`src/logic/tmt_pkg.sv`:
```
/*
 * Package for the timer-two control and baud select block.
 * Holds the control register address, field positions, reset value and
 * the baud divide count. Assumes a byte-wide special-function bus.
 */
`default_nettype none

package tmt_pkg;

    // Special-function address of the control register.
    localparam logic [7:0] TMT_CTRL_ADDR = 8'hc8;
    // Value of the control register after reset.
    localparam logic [7:0] TMT_CTRL_RESET = 8'h00;
    // Field positions inside the control register.
    localparam int TMT_BIT_OVF = 7;
    localparam int TMT_BIT_EXF = 6;
    localparam int TMT_BIT_RCLK = 5;
    localparam int TMT_BIT_TX_BAUD_SELECT = 4;
    localparam int TMT_BIT_EXEN = 3;
    localparam int TMT_BIT_RUN = 2;
    localparam int TMT_BIT_CT = 1;
    localparam int TMT_BIT_CPRL = 0;
    // Count value at which the next increment overflows.
    localparam logic [15:0] TMT_COUNT_MAX = 16'hffff;
    // Last baud divider value: one baud tick per sixteen overflows.
    localparam logic [3:0] TMT_BAUD_DIV_LAST = 4'hf;

endpackage

`default_nettype wire

```
`src/logic/tmt_timer2.sv`:
```
/*
 * Timer-two control, sixteen bit counter and serial baud clock select.
 * Assumes all pins and the special-function bus are synchronous to
 * core_clk; the prescaled tick comes from the clock control logic.
 */
`timescale 1ns/10ps
`default_nettype none

// Overview of operation
// - Overflow or event flag requests interrupt service.
// - Receive select picks this or other timer.
// - Transmit select picks this or other timer.
// - Enabled trigger falling edge outside baud mode captures or reloads.
// - Run bit gates all counting.
// - Timer mode counts prescale-selected clock ticks.
// - Counter mode counts count pin falling edges.
// - Control register resets zero, address 0xc8.
// - Every sixteenth roll from all ones in baud mode emits baud pulse.
// - Own baud rate is overflow rate over sixteen; other timer overflow passes undivided.
module tmt_timer2 (
    input wire logic core_clk, // System clock, 100 MHz.
    input wire logic resetn, // Asynchronous reset, active low.
    input wire logic clk_en, // Freezes all state while low.
    input wire logic [7:0] sfr_addr, // Special-function address.
    input wire logic sfr_wr, // Byte write strobe.
    input wire logic [7:0] sfr_wdata, // Byte write data.
    input wire logic sfr_bit_wr, // Single bit write strobe.
    input wire logic [2:0] sfr_bit_sel, // Bit number for bit write.
    input wire logic sfr_bit_val, // Value for bit write.
    output logic [7:0] sfr_rdata, // Read data, zero when not selected.
    input wire logic prescale_select, // Selects system clock or tick.
    input wire logic prescale_tick, // Divided clock tick pulse.
    input wire logic count_input_pin, // External count input.
    input wire logic ext_trigger_pin, // External trigger input.
    input wire logic other_timer_ovf, // Overflow pulse of the other timer.
    input wire logic [15:0] reload_value, // Reload word for this timer.
    output logic [15:0] timer_count, // Running count.
    output logic [15:0] capture_value, // Captured count.
    output logic irq_req, // Interrupt service request.
    output logic rx_baud_tick, // Receive baud clock pulse.
    output logic tx_baud_tick // Transmit baud clock pulse.
);

    // Control register fields.
    logic [7:0] timer_two_control;
    logic [7:0] next_ctrl;
    // Counting state.
    logic [15:0] next_count;
    logic [15:0] next_capture;
    logic [3:0] baud_div;
    logic [3:0] next_baud_div;
    // Previous pin levels for falling edge detection.
    logic cnt_pin_d;
    logic trg_pin_d;
    logic own_baud_tick;
    logic next_own_baud_tick;

    // Derived conditions used by several processes.
    logic baud_mode;
    logic inc_en;
    logic ovf;
    logic trg_evt;

    // Field helper so decoding of bits is done in one place.
    function automatic logic fld(input logic [7:0] r, input int pos);
        return r[pos];
    endfunction

    // Combinational decode of counting and trigger conditions.
    always_comb begin
        baud_mode = fld(timer_two_control, tmt_pkg::TMT_BIT_RCLK) |
                    fld(timer_two_control, tmt_pkg::TMT_BIT_TX_BAUD_SELECT);
        if (!fld(timer_two_control, tmt_pkg::TMT_BIT_RUN)) begin
            inc_en = 1'b0;
        end else if (fld(timer_two_control, tmt_pkg::TMT_BIT_CT)) begin
            inc_en = cnt_pin_d & ~count_input_pin;
        end else begin
            inc_en = prescale_select ? 1'b1 : prescale_tick;
        end
        ovf = inc_en && (timer_count == tmt_pkg::TMT_COUNT_MAX);
        trg_evt = fld(timer_two_control, tmt_pkg::TMT_BIT_EXEN) &&
                  !baud_mode && trg_pin_d && !ext_trigger_pin;
    end

    // Next values of the count, capture, flags and baud divider.
    always_comb begin
        next_ctrl = timer_two_control;
        next_count = timer_count;
        next_capture = capture_value;
        next_baud_div = baud_div;
        next_own_baud_tick = 1'b0;
        if (sfr_wr && sfr_addr == tmt_pkg::TMT_CTRL_ADDR) begin
            next_ctrl = sfr_wdata;
        end else if (sfr_bit_wr && sfr_addr == tmt_pkg::TMT_CTRL_ADDR) begin
            next_ctrl[sfr_bit_sel] = sfr_bit_val;
        end
        if (inc_en) begin
            next_count = timer_count + 16'h0001;
        end
        if (ovf) begin
            if (baud_mode) begin
                next_count = reload_value;
                next_baud_div = baud_div + 4'h1;
                next_own_baud_tick = (baud_div == tmt_pkg::TMT_BAUD_DIV_LAST);
            end else begin
                if (!fld(timer_two_control, tmt_pkg::TMT_BIT_CPRL)) begin
                    next_count = reload_value;
                end
                next_ctrl[tmt_pkg::TMT_BIT_OVF] = 1'b1;
            end
        end
        if (trg_evt) begin
            if (fld(timer_two_control, tmt_pkg::TMT_BIT_CPRL)) begin
                next_capture = timer_count;
            end else begin
                next_count = reload_value;
            end
            next_ctrl[tmt_pkg::TMT_BIT_EXF] = 1'b1;
        end
    end

    // Registers; set wins over a software clear since sets come last.
    always_ff @(posedge core_clk or negedge resetn) begin
        if (!resetn) begin
            timer_two_control <= tmt_pkg::TMT_CTRL_RESET;
            timer_count <= 16'h0000;
            capture_value <= 16'h0000;
            baud_div <= 4'h0;
            own_baud_tick <= 1'b0;
            cnt_pin_d <= 1'b1;
            trg_pin_d <= 1'b1;
        end else if (clk_en) begin
            timer_two_control <= next_ctrl;
            timer_count <= next_count;
            capture_value <= next_capture;
            baud_div <= next_baud_div;
            own_baud_tick <= next_own_baud_tick;
            cnt_pin_d <= count_input_pin;
            trg_pin_d <= ext_trigger_pin;
        end
    end

    // Outputs: read data, interrupt request and selected baud ticks.
    always_comb begin
        sfr_rdata = (sfr_addr == tmt_pkg::TMT_CTRL_ADDR) ?
                    timer_two_control : 8'h00;
        irq_req = fld(timer_two_control, tmt_pkg::TMT_BIT_OVF) |
                  fld(timer_two_control, tmt_pkg::TMT_BIT_EXF);
        rx_baud_tick = fld(timer_two_control, tmt_pkg::TMT_BIT_RCLK) ?
                       own_baud_tick : other_timer_ovf;
        tx_baud_tick = fld(timer_two_control, tmt_pkg::TMT_BIT_TX_BAUD_SELECT) ?
                       own_baud_tick : other_timer_ovf;
    end

    AST_RUN_STOPS: assert property (
        @(posedge core_clk) disable iff (!resetn)
        (!timer_two_control[2] && !trg_evt && !$past(sfr_wr) && clk_en)
            |=> timer_count == $past(timer_count))
        else $error("Count moved while stopped.");
    AST_OVF_FLAG: assert property (
        @(posedge core_clk) disable iff (!resetn)
        (ovf && !baud_mode && clk_en) |=> timer_two_control[7])
        else $error("Overflow flag not set.");
    AST_EXF_FLAG: assert property (
        @(posedge core_clk) disable iff (!resetn)
        (trg_evt && clk_en) |=> timer_two_control[6])
        else $error("Event flag not set.");
    // An ignored falling edge must leave the event flag clear.
    AST_TRG_IGN: assert property (
        @(posedge core_clk) disable iff (!resetn)
        (trg_pin_d && !ext_trigger_pin && clk_en && !sfr_wr && !sfr_bit_wr &&
         !timer_two_control[tmt_pkg::TMT_BIT_EXF] &&
         (!timer_two_control[tmt_pkg::TMT_BIT_EXEN] || baud_mode))
            |=> !timer_two_control[tmt_pkg::TMT_BIT_EXF])
        else $error("Trigger not ignored.");
    // A low clock enable must hold the count and the control register.
    AST_FREEZE: assert property (
        @(posedge core_clk) disable iff (!resetn)
        !clk_en |=> (timer_count == $past(timer_count)) &&
            (timer_two_control == $past(timer_two_control)))
        else $error("State moved while clock enable low.");
    // The own baud tick follows the sixteenth overflow, so the divider wrapped.
    AST_BAUD_TICK: assert property (
        @(posedge core_clk) disable iff (!resetn)
        own_baud_tick |-> baud_div == 4'h0)
        else $error("Baud tick not on the sixteenth overflow.");
    AST_CAPTURE: assert property (
        @(posedge core_clk) disable iff (!resetn)
        (trg_evt && timer_two_control[0] && clk_en)
            |=> capture_value == $past(timer_count))
        else $error("Capture missed.");
    AST_ROLL: assert property (
        @(posedge core_clk) disable iff (!resetn)
        (ovf && !timer_two_control[0] && !trg_evt && clk_en)
            |=> timer_count == $past(reload_value))
        else $error("Reload on overflow missed.");
    AST_RX_SEL: assert property (
        @(posedge core_clk) disable iff (!resetn)
        !timer_two_control[5] |-> rx_baud_tick == other_timer_ovf)
        else $error("Receive clock mis-selected.");
    AST_TX_SEL: assert property (
        @(posedge core_clk) disable iff (!resetn)
        !timer_two_control[4] |-> tx_baud_tick == other_timer_ovf)
        else $error("Transmit clock mis-selected.");
    AST_RESET: assert property (
        @(posedge core_clk) $rose(resetn) |-> timer_two_control == 8'h00)
        else $error("Control not zero after reset.");

endmodule

`default_nettype wire

```
`config.mk`:
```
export PLATFORM = sky130hd
export DESIGN_NAME = tmt_timer2
export DESIGN_NICKNAME = d
export VERILOG_FILES = /design/src/logic/tmt_pkg.sv /design/src/logic/tmt_timer2.sv
export SDC_FILE = /design/constraint.sdc
export NUM_CORES = 1
export LEC_CHECK = 0
export BUFFER_PORTS_ARGS = -buffer_cell sky130_fd_sc_hd__buf_2
export CAP_MARGIN = 20
export CORE_MARGIN = 2
export CORE_UTILIZATION = 40
export DETAILED_ROUTE_END_ITERATION = 16
export MAX_ROUTING_LAYER = met4
export PLACE_DENSITY = 0.73
export SLEW_MARGIN = 0
export SYNTH_ARGS = -nofsm -noshare
export SYNTH_HDL_FRONTEND = slang
export SYNTH_SLANG_ARGS = --single-unit
export TNS_END_PERCENT = 20
```
`constraint.sdc`:
```
create_clock -name core_clk -period 1.6 [get_ports core_clk]
set_input_delay 0.24 -clock core_clk [delete_from_list [all_inputs] [get_ports core_clk]]
set_output_delay 0.24 -clock core_clk [all_outputs]
set_load 0.03 [all_outputs]
```
# Word level (Yosys, flattened, before mapping)
# Index checks and enable logic that the tools add are counted.
[totals] ff_bits=47 inputBits=46 out_inout_bits=43 word_cells=57
[op_classes] addsub=2 magnitude_cmp=2 eq_ne=3 muxes=22 bitwise=4 reduce_logical=15
[op_table] op="16-bit two-way mux" count=6
[op_table] op="8-bit two-way mux" count=3
[op_table] op="16-bit by 1-bit adder with 16-bit output (second input constant)" count=1
[op_table] op="16-bit equality test (second input constant)" count=1
[op_table] op="1-bit two-way mux" count=11
[op_table] op="8-bit bitwise mux" count=1
[op_table] op="8-bit equality test (second input constant)" count=1
[op_table] op="1-bit logical AND" count=7
[op_table] op="3-bit AND reduction" count=2
[op_table] op="4-bit by 1-bit adder with 4-bit output (second input constant)" count=1
[op_table] op="4-bit equality test (second input constant)" count=1
[op_table] op="3-bit by 4-bit < comparator with 1-bit output (second input constant)" count=1
[op_table] op="2-bit AND reduction" count=2
[op_table] op="1-bit demux with 3-bit select" count=1
[op_table] op="3-bit by 1-bit >= comparator with 1-bit output (second input constant)" count=1
[op_table] op="3-bit nonzero test" count=1
[op_table] op="1-bit logical NOT" count=2
[op_table] op="1-bit OR" count=2
[op_table] op="2-bit nonzero test" count=1
[op_table] op="1-bit bitwise AND" count=1
[op_table] op="1-bit NOT" count=1

# Logic depth before layout (Yosys ltp)
# Gate-level depths: netlist (run 1).
[depth] depth_word=10 ltp_mapped=7 mapped_depth_nobuf=6

# Worst setup path after synthesis (run 1)
# OpenSTA, ideal clock, no wires.
[synth_path] path_kind="register -> register" from="register timer_count[1]" to="register timer_count[6]" setup_time_ps=127 arrival_ps=1822 t_required_ps=1473 setup_slack_ps=-349 stages_incl_launch_ff=8 path_buffers=1 synth_period_minus_slack_ps=1949 cell_sequence="dfrtp_1 -> ha_1 -> nand2_1 -> a211oi_2 -> buf_2 -> and2_1 -> a21oi_1 -> mux2_1"
[synth_between] elab_chain_len=7 elab_cells_between_ends=9 classes_between="add/sub: 1; eq/ne: 1; mux: 6; reduce/logical: 1"
[synth_lines] element="from (decl)" line_no="tmt_timer2.sv:37" rtl="output logic [15:0] timer_count,"
[synth_lines] element="from (signal assigned)" line_no="tmt_timer2.sv:134" rtl="timer_count <= next_count;"
[synth_lines] element="16-bit by 1-bit adder with 16-bit output" line_no="tmt_timer2.sv:98" rtl="next_count = timer_count + 16'h0001;"
[synth_lines] element="16-bit two-way mux" line_no="tmt_timer2.sv:97" rtl="if (inc_en) begin"
[synth_lines] element="16-bit two-way mux" line_no="tmt_timer2.sv:106" rtl="if (!fld(timer_two_control, tmt_pkg::TMT_BIT_CPRL)) begin"
[synth_lines] element="16-bit two-way mux" line_no="tmt_timer2.sv:101" rtl="if (baud_mode) begin"
[synth_lines] element="16-bit two-way mux (*)" line_no="tmt_timer2.sv:100" rtl="if (ovf) begin"
[synth_lines] element="16-bit two-way mux" line_no="tmt_timer2.sv:113" rtl="if (fld(timer_two_control, tmt_pkg::TMT_BIT_CPRL)) begin"
[synth_lines] element="16-bit two-way mux (*)" line_no="tmt_timer2.sv:112" rtl="if (trg_evt) begin"
# Mark *: on every way between the ends. The rest lies on a longest branch, timed or not.
# A chain may end at the register's enable or synchronous reset.

# Worst setup path in the final report (run 1)
[layout_path] from="register timer_two_control[1]" to="register timer_count[15]"
[layout_between] elab_chain_len=8 elab_cells_between_ends=9 classes_between="mux: 8; reduce/logical: 1"
[layout_lines] element="from (decl)" line_no="tmt_timer2.sv:45" rtl="logic [7:0] timer_two_control;"
[layout_lines] element="from (signal assigned)" line_no="tmt_timer2.sv:125" rtl="timer_two_control <= tmt_pkg::TMT_CTRL_RESET;"
[layout_lines] element="from (signal assigned)" line_no="tmt_timer2.sv:133" rtl="timer_two_control <= next_ctrl;"
[layout_lines] element="1-bit two-way mux (*)" line_no="tmt_timer2.sv:75" rtl="end else if (fld(timer_two_control, tmt_pkg::TMT_BIT_CT)) begin"
[layout_lines] element="1-bit two-way mux (*)" line_no="tmt_timer2.sv:73" rtl="if (!fld(timer_two_control, tmt_pkg::TMT_BIT_RUN)) begin"
[layout_lines] element="16-bit two-way mux" line_no="tmt_timer2.sv:97"
[layout_lines] element="16-bit two-way mux" line_no="tmt_timer2.sv:106"
[layout_lines] element="16-bit two-way mux" line_no="tmt_timer2.sv:101"
[layout_lines] element="16-bit two-way mux (*)" line_no="tmt_timer2.sv:100"
[layout_lines] element="16-bit two-way mux" line_no="tmt_timer2.sv:113"
[layout_lines] element="16-bit two-way mux (*)" line_no="tmt_timer2.sv:112"
# Marks and branches as above.

==> impl_metrics.py, run 1 <==
metrics = {
    "synth": {
        "synthFlopType": "dfrtp_1",
        "ys_seq_area_frac": 0.434,
        "netlist_instances": 274,
        "yosys_warnings": 0,
        "synth_top_area_share": 0.415,
        "synth_fp_nets": 322,
        "synth_area_leaders": "dfrtp_1 (41%), mux2_2 (7.1%), mux2i_1 (3.7%)",
        "synth_most_common_cell": "dfrtp_1",
        "synth_cell_types": 55,
        "synth_common_cells": "dfrtp_1 (45), nand2_1 (18), mux2_2 (17)",
        "synth-edff-count": 0,
        "yosys.area.top_type": "dfrtp_1",
        "synth_area_per_cell_um2": 9.91,
        "async_flop_share": 1.00,
        "synth_seq_cells": 47,
        "syn-cell-area_mm2": 0.00272,
    },
    "detailed_routing": {
        "routed_via_density": 5.53,
        "num_vias": 2807,
        "drt-total-wl_um": 8090,
        "drc_errors": 0,
        "first_iter_violations": 126,
        "ant_nets": 0,
        "firstDrtPassIters": 4,
        "wl_per_cell_um": 15.9,
    },
    "setup_path": {
        "crit_path_start": "timer_two_control[1]",
        "worstPathCellList": "nor3_4, buf_12, a211oi_4, a31o_4, or4_4, nand3_2",
        "cpPeakStageDelay_ns": 0.55,
        "cp_max_fo": 8,
        "critPathCaptureType": "flip-flop",
        "rr_endpoint": "timer_count[15]",
        "required_ns": 1.83,
        "worst_path_max_delay_cell": "or4_4",
        "timing.rr.start": "timer_two_control[1]",
        "timing.reg2reg.setup_slack_ns": -0.27,
        "critPathArrivalTime_ns": 2.10,
        "crit_path_end": "timer_count[15]",
        "reg2regPathDepth": 6,
        "start_kind": "flip-flop",
        "critical_path_class": "flip-flop to flip-flop",
    },
    "clocking": {
        "path_clk_slew_ns": 0.09,
        "clk_latency_ns": 0.30,
        "cts_tree": "done",
        "cts_made_buffers": 5,
        "clkSinkCount": 47,
        "clk_path_buf_depth": 2,
        "ctsRootBufferMaster": "clkbuf_8",
        "htreeDepth": 2,
    },
    "placement": {
        "port_buffers": 88,
        "gp_congestion": 0.882,
        "dp_hpwl_um": 5710,
        "dp.cells": 493,
    },
    "timing": {
        "setup_viol": 39,
        "fin_crit_sh": 1.17,
        "rsz0062_at_grt": "true",
        "setup_ws_ns": -0.272,
        "tightest_slew_ns": 0.366,
        "timing.final.hold_violations": 0,
        "relSlewSlack": 0.755,
        "finalMaxSlewViolations": 0,
        "finClkSkew_ns": 0.00859,
        "min_period_ns": 1.87,
        "max_freq_mhz": 534,
    },
    "run_status": {
        "violations": "setup timing",
        "status": "complete, but fails checks",
    },
    "grt": {
        "grt_usage": 0.220,
        "first_global_vias": 2680,
        "grt_pass1_wl_um": 12900,
        "overflow": 0,
        "grt_max_degree": 48,
        "grt_antenna_before_repair": 0,
    },
    "pwr": {
        "p_leak_nw": 2.05,
        "p_per_area_mw_per_mm2": 814,
        "total_power_mw": 3.46,
        "ir_drop_mv": 0.375,
    },
    "finish": {
        "nNetsFinal": 475,
        "area_delta_synth_final_pct": 56.4,
        "fin_util": 0.636,
        "antennaDiodeCount": 0,
        "layoutNonFillerInstCount": 508,
        "fill_cells": 569,
        "drive_gt1_frac": 0.586,
    },
    "floorplanning": {
        "num_rows": 30,
        "die_h_um": 86.4,
        "die_x_um": 86.4,
        "die-area_mm2": 0.00746,
        "initial_utilization": 0.406,
        "ioPinCount": 89,
        "coreArea_mm2": 0.00668,
    },
    "hold_path": {
        "min_path_type": "input port to flip-flop",
    },
    "run": {
        "max_cap_violations": 0,
    },
}
==> power breakdown <==
group / switching [mW] / total (mW) / internal, mW
combinational: 0.741 / 1.25 / 0.508
clock: 0.393 / 0.788 / 0.395
sequential: 0.0901 / 1.42 / 1.33
total: 1.22 / 3.46 / 2.23
==> state kept, by name (all words and copies together) (netlist names) <==
| name | cells |
|---|---|
| own_baud_tick | 1 |
| cnt_pin_d | 1 |
| timer_two_control | 8 |
| capture_value | 16 |
| timer_count | 16 |
| baud_div | 4 |
| trg_pin_d | 1 |
==> logic make-up after synthesis <==
logic type	count (synthesis)	share of synthesized area
and+or+nand+nor	98	0.222
AOI/OAI and AO/OA	73	0.178
DFF	47	0.434
muxes	28	0.112
buffers and inverters	23	0.0359
xor gates and xnor gates	3	0.00968
adders and majority gates	2	0.00922
==> worst min-delay path by stage <==
stage                          from               end  slack (ns)  cells past startpoint
floorplan                    resetn       baud_div[0]       -0.06                      0
detailed placement           resetn  capture_value[9]        0.25                      2
global route        reload_value[6]    timer_count[6]        0.16                      2
finish              reload_value[6]    timer_count[6]        0.18                      2
CTS                 reload_value[6]    timer_count[6]        0.17                      2
global placement             resetn  capture_value[8]        0.24                      2
==> critical path: cells and delay by family, from the launching register on <==
kind,cells,cell delay (ns)
buf+inv,1,0.14
compound gates,2,0.35
simple gates,3,0.85
flops,1,0.46
==> layout make-up <==
class | instances | area (um^2) | share of cell area
multi-input cells | 204 | 1720 | 0.404
flip-flops and latches | 47 | 1200 | 0.282
clock buffers | 8 | 100 | 0.0236
inverters | 9 | 33.8 | 0.00796
well taps | 80 | 100 | 0.0236
repair buffers | 160 | 1100 | 0.259
==> per-stage QoR <==
step / worst slack [ns] / hold WS (ns) / instance area (um^2) / setup TNS (ns)
6_report: -0.272 / 0.180 / 4250 / -4.62
5_1_grt: -0.290 / 0.158 / 4250 / -7.06
4_1_cts: -0.175 / 0.169 / 4110 / -3.50
3_5_place_dp: -0.290 / 0.247 / 3740 / -9.82
3_3_place_gp: -0.227 / 0.243 / 3740 / -8.14
2_1_floorplan: -0.139 / -0.0556 / 2780 / -2.37
==> layer usage <==
metal,vias up,GRT usage,share of wire
met5,-,-,0
met1,1353,0.296,0.44
met3,22,0.0352,0.050
met2,98,0.349,0.49
met4,0,0.0568,0.018
li1,1334,-,-
==> cells in the final DEF, fill, tap and decap left out, types with 9 or more instances in the layout <==
cell type   n
nand3_1     9
dfrtp_1    29
o22ai_1    10
buf_4      60
a21oi_1    15
o21ai_0    15
nand2_1    16
inv_1       9
mux2_2     17
buf_2      79
buf_6      18
dfrtp_2    16
==> timing repair <==
item                                   4_1_cts  5_1_grt
buffers inserted                             4        1
endpoints found under the hold margin       45        0
pin swaps                                   32       15
gates resized for setup                     55       22
cloned                                       1        0
hold buffers                                 1        0
setup endpoints to repair                   46       48
(Power assumes the default switching activity.)
==> run 2, diff against run 1 <==
==> constraint.sdc (replaced) <==
create_clock -name core_clk -period 1.6 [get_ports core_clk]
set_input_delay 0.32 -clock core_clk [delete_from_list [all_inputs] [get_ports core_clk]]
set_output_delay 0.32 -clock core_clk [all_outputs]
set_load 0.03 [all_outputs]
==> impl_metrics.py, run 2 (synthesis results as in run 1) <==
metrics = {
    "clocking": {
        "ctsRootBufferMaster": "clkbuf_8",
        "cts_made_buffers": 5,
        "clk_latency_ns": 0.30,
        "path_clk_slew_ns": 0.08,
        "cts_tree": "done",
        "clkSinkCount": 47,
        "htreeDepth": 2,
        "clk_path_buf_depth": 2,
    },
    "timing": {
        "fin_crit_sh": 1.14,
        "relSlewSlack": 0.751,
        "tightest_slew_ns": 0.372,
        "finClkSkew_ns": 0.00957,
        "min_period_ns": 1.83,
        "setup_ws_ns": -0.229,
        "finalMaxSlewViolations": 0,
        "setup-tns-final_ns": -5.21,
        "timing.final.hold_violations": 0,
        "setup_viol": 30,
        "whs_ns": 0.264,
        "rsz0062_at_grt": "true",
        "max_freq_mhz": 547,
    },
    "pwr": {
        "ir_drop_mv": 0.356,
        "total_power_mw": 3.47,
        "p_leak_nw": 2.06,
        "p_per_area_mw_per_mm2": 812,
    },
    "hold_path": {
        "hold_start": "count_input_pin",
        "min_path_type": "input port to flip-flop",
        "whs_endpoint": "cnt_pin_d",
        "hold-path-cell-count": 2,
    },
    "detailed_routing": {
        "firstDrtPassIters": 4,
        "wl_per_cell_um": 15.6,
        "routed_via_density": 5.54,
        "drt-total-wl_um": 7860,
        "num_vias": 2797,
        "ant_nets": 0,
        "first_iter_violations": 100,
        "drc_errors": 0,
    },
    "setup_path": {
        "start_kind": "flip-flop",
        "timing.reg2reg.setup_slack_ns": -0.23,
        "critical_path_depth": 6,
        "critPathArrivalTime_ns": 2.01,
        "worst_path_max_delay_cell": "dfstp_2",
        "timing.rr.start": "cnt_pin_d",
        "reg2regPathDepth": 6,
        "cpPeakStageDelay_ns": 0.56,
        "cp_top_family": "flip-flops",
        "critical_path_class": "flip-flop to flip-flop",
        "worstPathCellList": "nand2b_4, a211oi_4, buf_6, and2_4, nand4_1, xnor2_1",
        "required_ns": 1.78,
        "cp.buffers_inverters": 1,
        "critPathCaptureType": "flip-flop",
        "rr_endpoint": "baud_div[2]",
        "cp_max_fo": 5,
    },
    "floorplanning": {
        "initial_utilization": 0.406,
        "ioPinCount": 89,
        "coreArea_mm2": 0.00668,
        "die-area_mm2": 0.00746,
        "die_h_um": 86.4,
        "die_x_um": 86.4,
        "num_rows": 30,
    },
    "finish": {
        "reg_top3": "capture_value x16, timer_count x16, timer_two_control x8",
        "stdcell_area_mm2": 0.00427,
        "seqCellArea_mm2": 0.00120,
        "final_common_cell": "buf_2",
        "final_cell_mix": "buf_2 (76), buf_4 (58), dfrtp_1 (29)",
        "drive_gt1_frac": 0.593,
        "area_delta_synth_final_pct": 57.3,
        "antennaDiodeCount": 0,
        "nNetsFinal": 472,
        "layoutNonFillerInstCount": 505,
        "multi_input_area_mm2": 0.00172,
        "fill_cells": 539,
    },
    "grt": {
        "overflow": 0,
        "grt_pass1_wl_um": 12700,
        "grt_antenna_before_repair": 0,
        "grt_max_degree": 48,
        "grt_usage": 0.218,
        "first_global_vias": 2750,
    },
    "placement": {
        "dp.cells": 487,
        "gp_congestion": 0.919,
        "place_area_mm2": 0.00377,
        "dp_hpwl_um": 5540,
        "port_buffers": 88,
    },
    "run_status": {
        "violations": "setup timing",
        "status": "complete, but fails checks",
    },
    "run": {
        "max_cap_violations": 0,
    },
}
run 2: changes by cell type in the layout (fill, tap and decap cells not counted), moves of 3 or more:
cell	previous run	this run
buf_2	79	76
mux2_4	0	3
o21ai_0	15	10
o21ai_1	1	6
run 2: worst max-delay path by stage:
stage | from | end
2_1_floorplan | cnt_pin_d | timer_count[11]
3_3_place_gp | sfr_addr[2] | sfr_rdata[1]
3_5_place_dp | sfr_addr[2] | sfr_rdata[1]
4_1_cts | sfr_addr[0] | sfr_rdata[1]
5_1_grt | cnt_pin_d | baud_div[3]
6_report | cnt_pin_d | baud_div[2]
run 2: what timing repair did:
action                                 in CTS  in global routing
hold buffers                                1                  0
pin swaps                                  18                 13
gates resized for setup                    44                 28
endpoints found under the hold margin      22                  0
buffers inserted                            7                  1
gates cloned                                0                  1
setup endpoints to repair                  44                 55
run 2: final cells by class:
cell class,instances,share of cell area
Inverter,9,0.00791
Clock buffer,8,0.0234
Multi-Input combinational cell,204,0.404
Sequential cell,47,0.281
Timing Repair Buffer,157,0.261
Tap cell,80,0.0234
run 2: where the power goes:
| part | leakage [nW] | switching, mW | internal [mW] |
|---|---|---|---|
| Clock | 0.0515 | 0.394 | 0.395 |
| Sequential | 0.593 | 0.0935 | 1.33 |
| Combinational | 1.41 | 0.735 | 0.519 |
| Total | 2.06 | 1.22 | 2.25 |
run 2: metrics by stage:
stage | util | setup WS, ns
after CTS | 0.618 | -0.209
after detailed placement | 0.565 | -0.328
after global placement | 0.565 | -0.314
final | 0.639 | -0.229
after global routing | 0.639 | -0.284
after floorplan | - | -0.119
run 2: routing by layer:
layer,GRT usage,up-vias,share of wire
li1,-,1328,-
met1,0.280,1345,0.44
met2,0.348,104,0.48
met3,0.0400,20,0.056
met4,0.0739,0,0.023
met5,-,-,0
==> run 3, diff against run 2 <==
ABC_AREA = 1   (was default)
GPL_TIMING_DRIVEN = 1   (was default)
PLACE_DENSITY = 0.72   (was 0.73)
==> impl_metrics.py, run 3 <==
metrics = {
    "placement": {
        "place_area_mm2": 0.00397,
        "pre_cts_slack_ns": -0.0862,
        "port_buffers": 88,
        "dp_hpwl_um": 6190,
        "gp_congestion": 0.945,
    },
    "pwr": {
        "p_per_area_mw_per_mm2": 588,
        "p_leak_nw": 2.36,
        "cell_internal_pwr_mw": 1.77,
        "total_power_mw": 2.50,
        "seqPwrFrac": 0.506,
        "swShare": 0.293,
        "p_sw_mw": 0.733,
        "clkPwrFrac": 0.287,
        "ir_drop_mv": 0.285,
        "power_frac_comb": 0.207,
    },
    "setup_path": {
        "worst_path_max_delay_cell": "dfstp_2",
        "required_ns": 1.79,
        "critPathCaptureType": "flip-flop",
        "cp_top_family": "simple AND/OR/NAND/NOR gates",
        "critPathArrivalTime_ns": 1.83,
        "start_kind": "flip-flop",
        "critical_path_class": "flip-flop to flip-flop",
        "reg2regPathDepth": 9,
        "worstPathCellList": "nand2_2, nand2_2, nand3_4, nor2_8, nand4_4, nand2_8, nand2_2, nand3_2, nand2_1",
        "cpPeakStageDelay_ns": 0.55,
        "critical_path_depth": 9,
        "cp_max_fo": 8,
        "cp_common_cell": "nand2_2",
        "cp.buffers_inverters": 0,
    },
    "synth": {
        "yosys.area.top_type": "dfrtp_1",
        "synth_fp_nets": 499,
        "netlist_instances": 451,
        "synth_most_common_cell": "nand2_1",
        "yosys_warnings": 0,
        "synth_top_family_by_area": "simple AND/OR/NAND/NOR gates",
        "synth_top_area_share": 0.360,
        "synthFlopType": "dfrtp_1",
        "synth_area_leaders": "dfrtp_1 (36%), nand2_1 (21%), nand3_1 (8.3%)",
        "ys_seq_area_frac": 0.377,
        "synthXorXnorAreaFrac": 0.0308,
        "synth_seq_cells": 47,
        "synth_area_per_cell_um2": 6.93,
        "syn-cell-area_mm2": 0.00313,
        "synth_compound_area_frac": 0.0492,
        "synth_cell_types": 33,
        "synth-simple-area-share": 0.429,
        "synthMuxAreaShare": 0.0136,
        "synthAdderAreaFrac": 0.00801,
        "async_flop_share": 1.00,
        "synth-edff-count": 0,
        "synth_common_cells": "nand2_1 (171), inv_1 (54), nand3_1 (52)",
    },
    "detailed_routing": {
        "firstDrtPassIters": 4,
        "routed_via_density": 4.83,
        "drc_errors": 0,
        "wl_per_cell_um": 12.2,
        "drt-total-wl_um": 8290,
        "ant_nets": 0,
        "num_vias": 3291,
        "first_iter_violations": 131,
    },
    "finish": {
        "final_common_cell": "nand2_1",
        "final_cell_mix": "nand2_1 (161), buf_2 (83), inv_1 (53)",
        "drive_gt1_frac": 0.339,
        "reg_top3": "capture_value x16, timer_count x16, timer_two_control x8",
        "nNetsFinal": 627,
        "antennaDiodeCount": 0,
        "stdcell_area_mm2": 0.00425,
        "fill_cells": 733,
        "fin_util": 0.556,
        "area_delta_synth_final_pct": 36.0,
    },
    "timing": {
        "fin_crit_sh": 1.02,
        "timing.final.hold_violations": 0,
        "whs_ns": 0.260,
        "tightest_slew_ns": 0.377,
        "rsz0062_at_grt": "true",
        "finClkSkew_ns": 0.00313,
        "min_period_ns": 1.64,
        "finalMaxSlewViolations": 0,
        "max_freq_mhz": 611,
        "relSlewSlack": 0.748,
        "setup_viol": 14,
        "setup_ws_ns": -0.0376,
    },
    "clocking": {
        "ctsRootBufferMaster": "clkbuf_8",
        "cts_made_buffers": 5,
        "clk_latency_ns": 0.29,
        "htreeDepth": 2,
        "clkSinkCount": 47,
        "clk_path_buf_depth": 2,
        "path_clk_slew_ns": 0.08,
        "cts_tree": "done",
    },
    "hold_path": {
        "min_path_type": "input port to flip-flop",
        "hold-path-cell-count": 3,
    },
    "grt": {
        "grt_antenna_before_repair": 0,
        "grt_pass1_wl_um": 13800,
        "grt_usage": 0.200,
        "overflow": 0,
        "grt_max_degree": 48,
        "first_global_vias": 3057,
    },
    "floorplanning": {
        "initial_utilization": 0.409,
        "die_h_um": 92.4,
        "coreArea_mm2": 0.00765,
        "num_rows": 32,
        "die-area_mm2": 0.00854,
        "die_x_um": 92.4,
        "ioPinCount": 89,
    },
    "run_status": {
        "status": "complete, but fails checks",
        "violations": "setup timing",
    },
    "run": {
        "max_cap_violations": 0,
    },
}
run 3: cell types whose count changed after synthesis, sizes merged, moves of 7 or more:
cell,delta
mux2i,-8
nand3,+42
nor2,+30
o22ai,-10
xor2,+7
and2,-10
o21ai,+9
a21oi,-12
nand2,+167
mux2,-16
nand2b,-9
inv,+45
run 3: final timing paths:
| kind | startpoint | end | slack, ns |
|---|---|---|---|
| max | cnt_pin_d | timer_count[4] | -0.04 |
| min | ext_trigger_pin | trg_pin_d | 0.26 |
| max reg2reg | cnt_pin_d | timer_count[4] | -0.04 |
| min reg2reg | capture_value[10] | capture_value[10] | 0.49 |
| max in group asynchronous | resetn | trg_pin_d | 0.79 |
| min in group asynchronous | resetn | capture_value[2] | 0.54 |
run 3: repair_timing:
item | in CTS | in global routing
setup endpoints to repair | 27 | 32
cloned | 0 | 2
buffers inserted | 0 | 2
pin swaps | 1 | 12
gates resized for setup | 10 | 29
endpoints found under the hold margin | 1 | 0
hold buffers | 1 | 0
run 3: cells by family after synthesis:
kind of cell	Yosys count
xor gates and xnor gates	11
buffers and inverters	66
muxes	4
AOI/OAI and AO/OA	30
and+or+nand+nor	291
DFF	47
adders and majority gates	2
run 3: area by class of cell:
class	instances	area, um^2	share of cell area
flip-flops and latches	47	1180	0.278
clock buffers	6	82.6	0.0194
inverters	54	203	0.0477
repair buffers	131	811	0.191
multi-input cells	340	1840	0.433
clock inverters	1	5.00	0.00118
well taps	102	128	0.0300
run 3: layer usage:
layer / track usage / share of wire / up-vias
li1: - / - / 1666
met1: 0.274 / 0.46 / 1505
met2: 0.324 / 0.47 / 112
met3: 0.0269 / 0.062 / 8
met4: 0.0336 / 0.0075 / 0
met5: - / 0 / -
run 3: power by group through the flow:
stage	sequential, mW	clock, mW	combinational, mW
after floorplan	1.37	0	0.178
after global placement	1.29	0	0.497
after detailed placement	1.29	0	0.505
after CTS	1.26	0.746	0.510
after global routing	1.27	0.798	0.576
final	1.27	0.717	0.518
run 3: tightest hold or removal path, stage by stage:
cell	delay [ns]
buf_2	0.11
nand2_1	0.05
o21ai_0	0.07
run 3: stage by stage:
| step | std cells | TNS, ns |
|---|---|---|
| 2_1_floorplan | 451 | -1.82 |
| 3_3_place_gp | 669 | -0.157 |
| 3_5_place_dp | 669 | -1.08 |
| 4_1_cts | 677 | -0.0567 |
| 5_1_grt | 681 | -1.95 |
| 6_report | 681 | -0.236 |
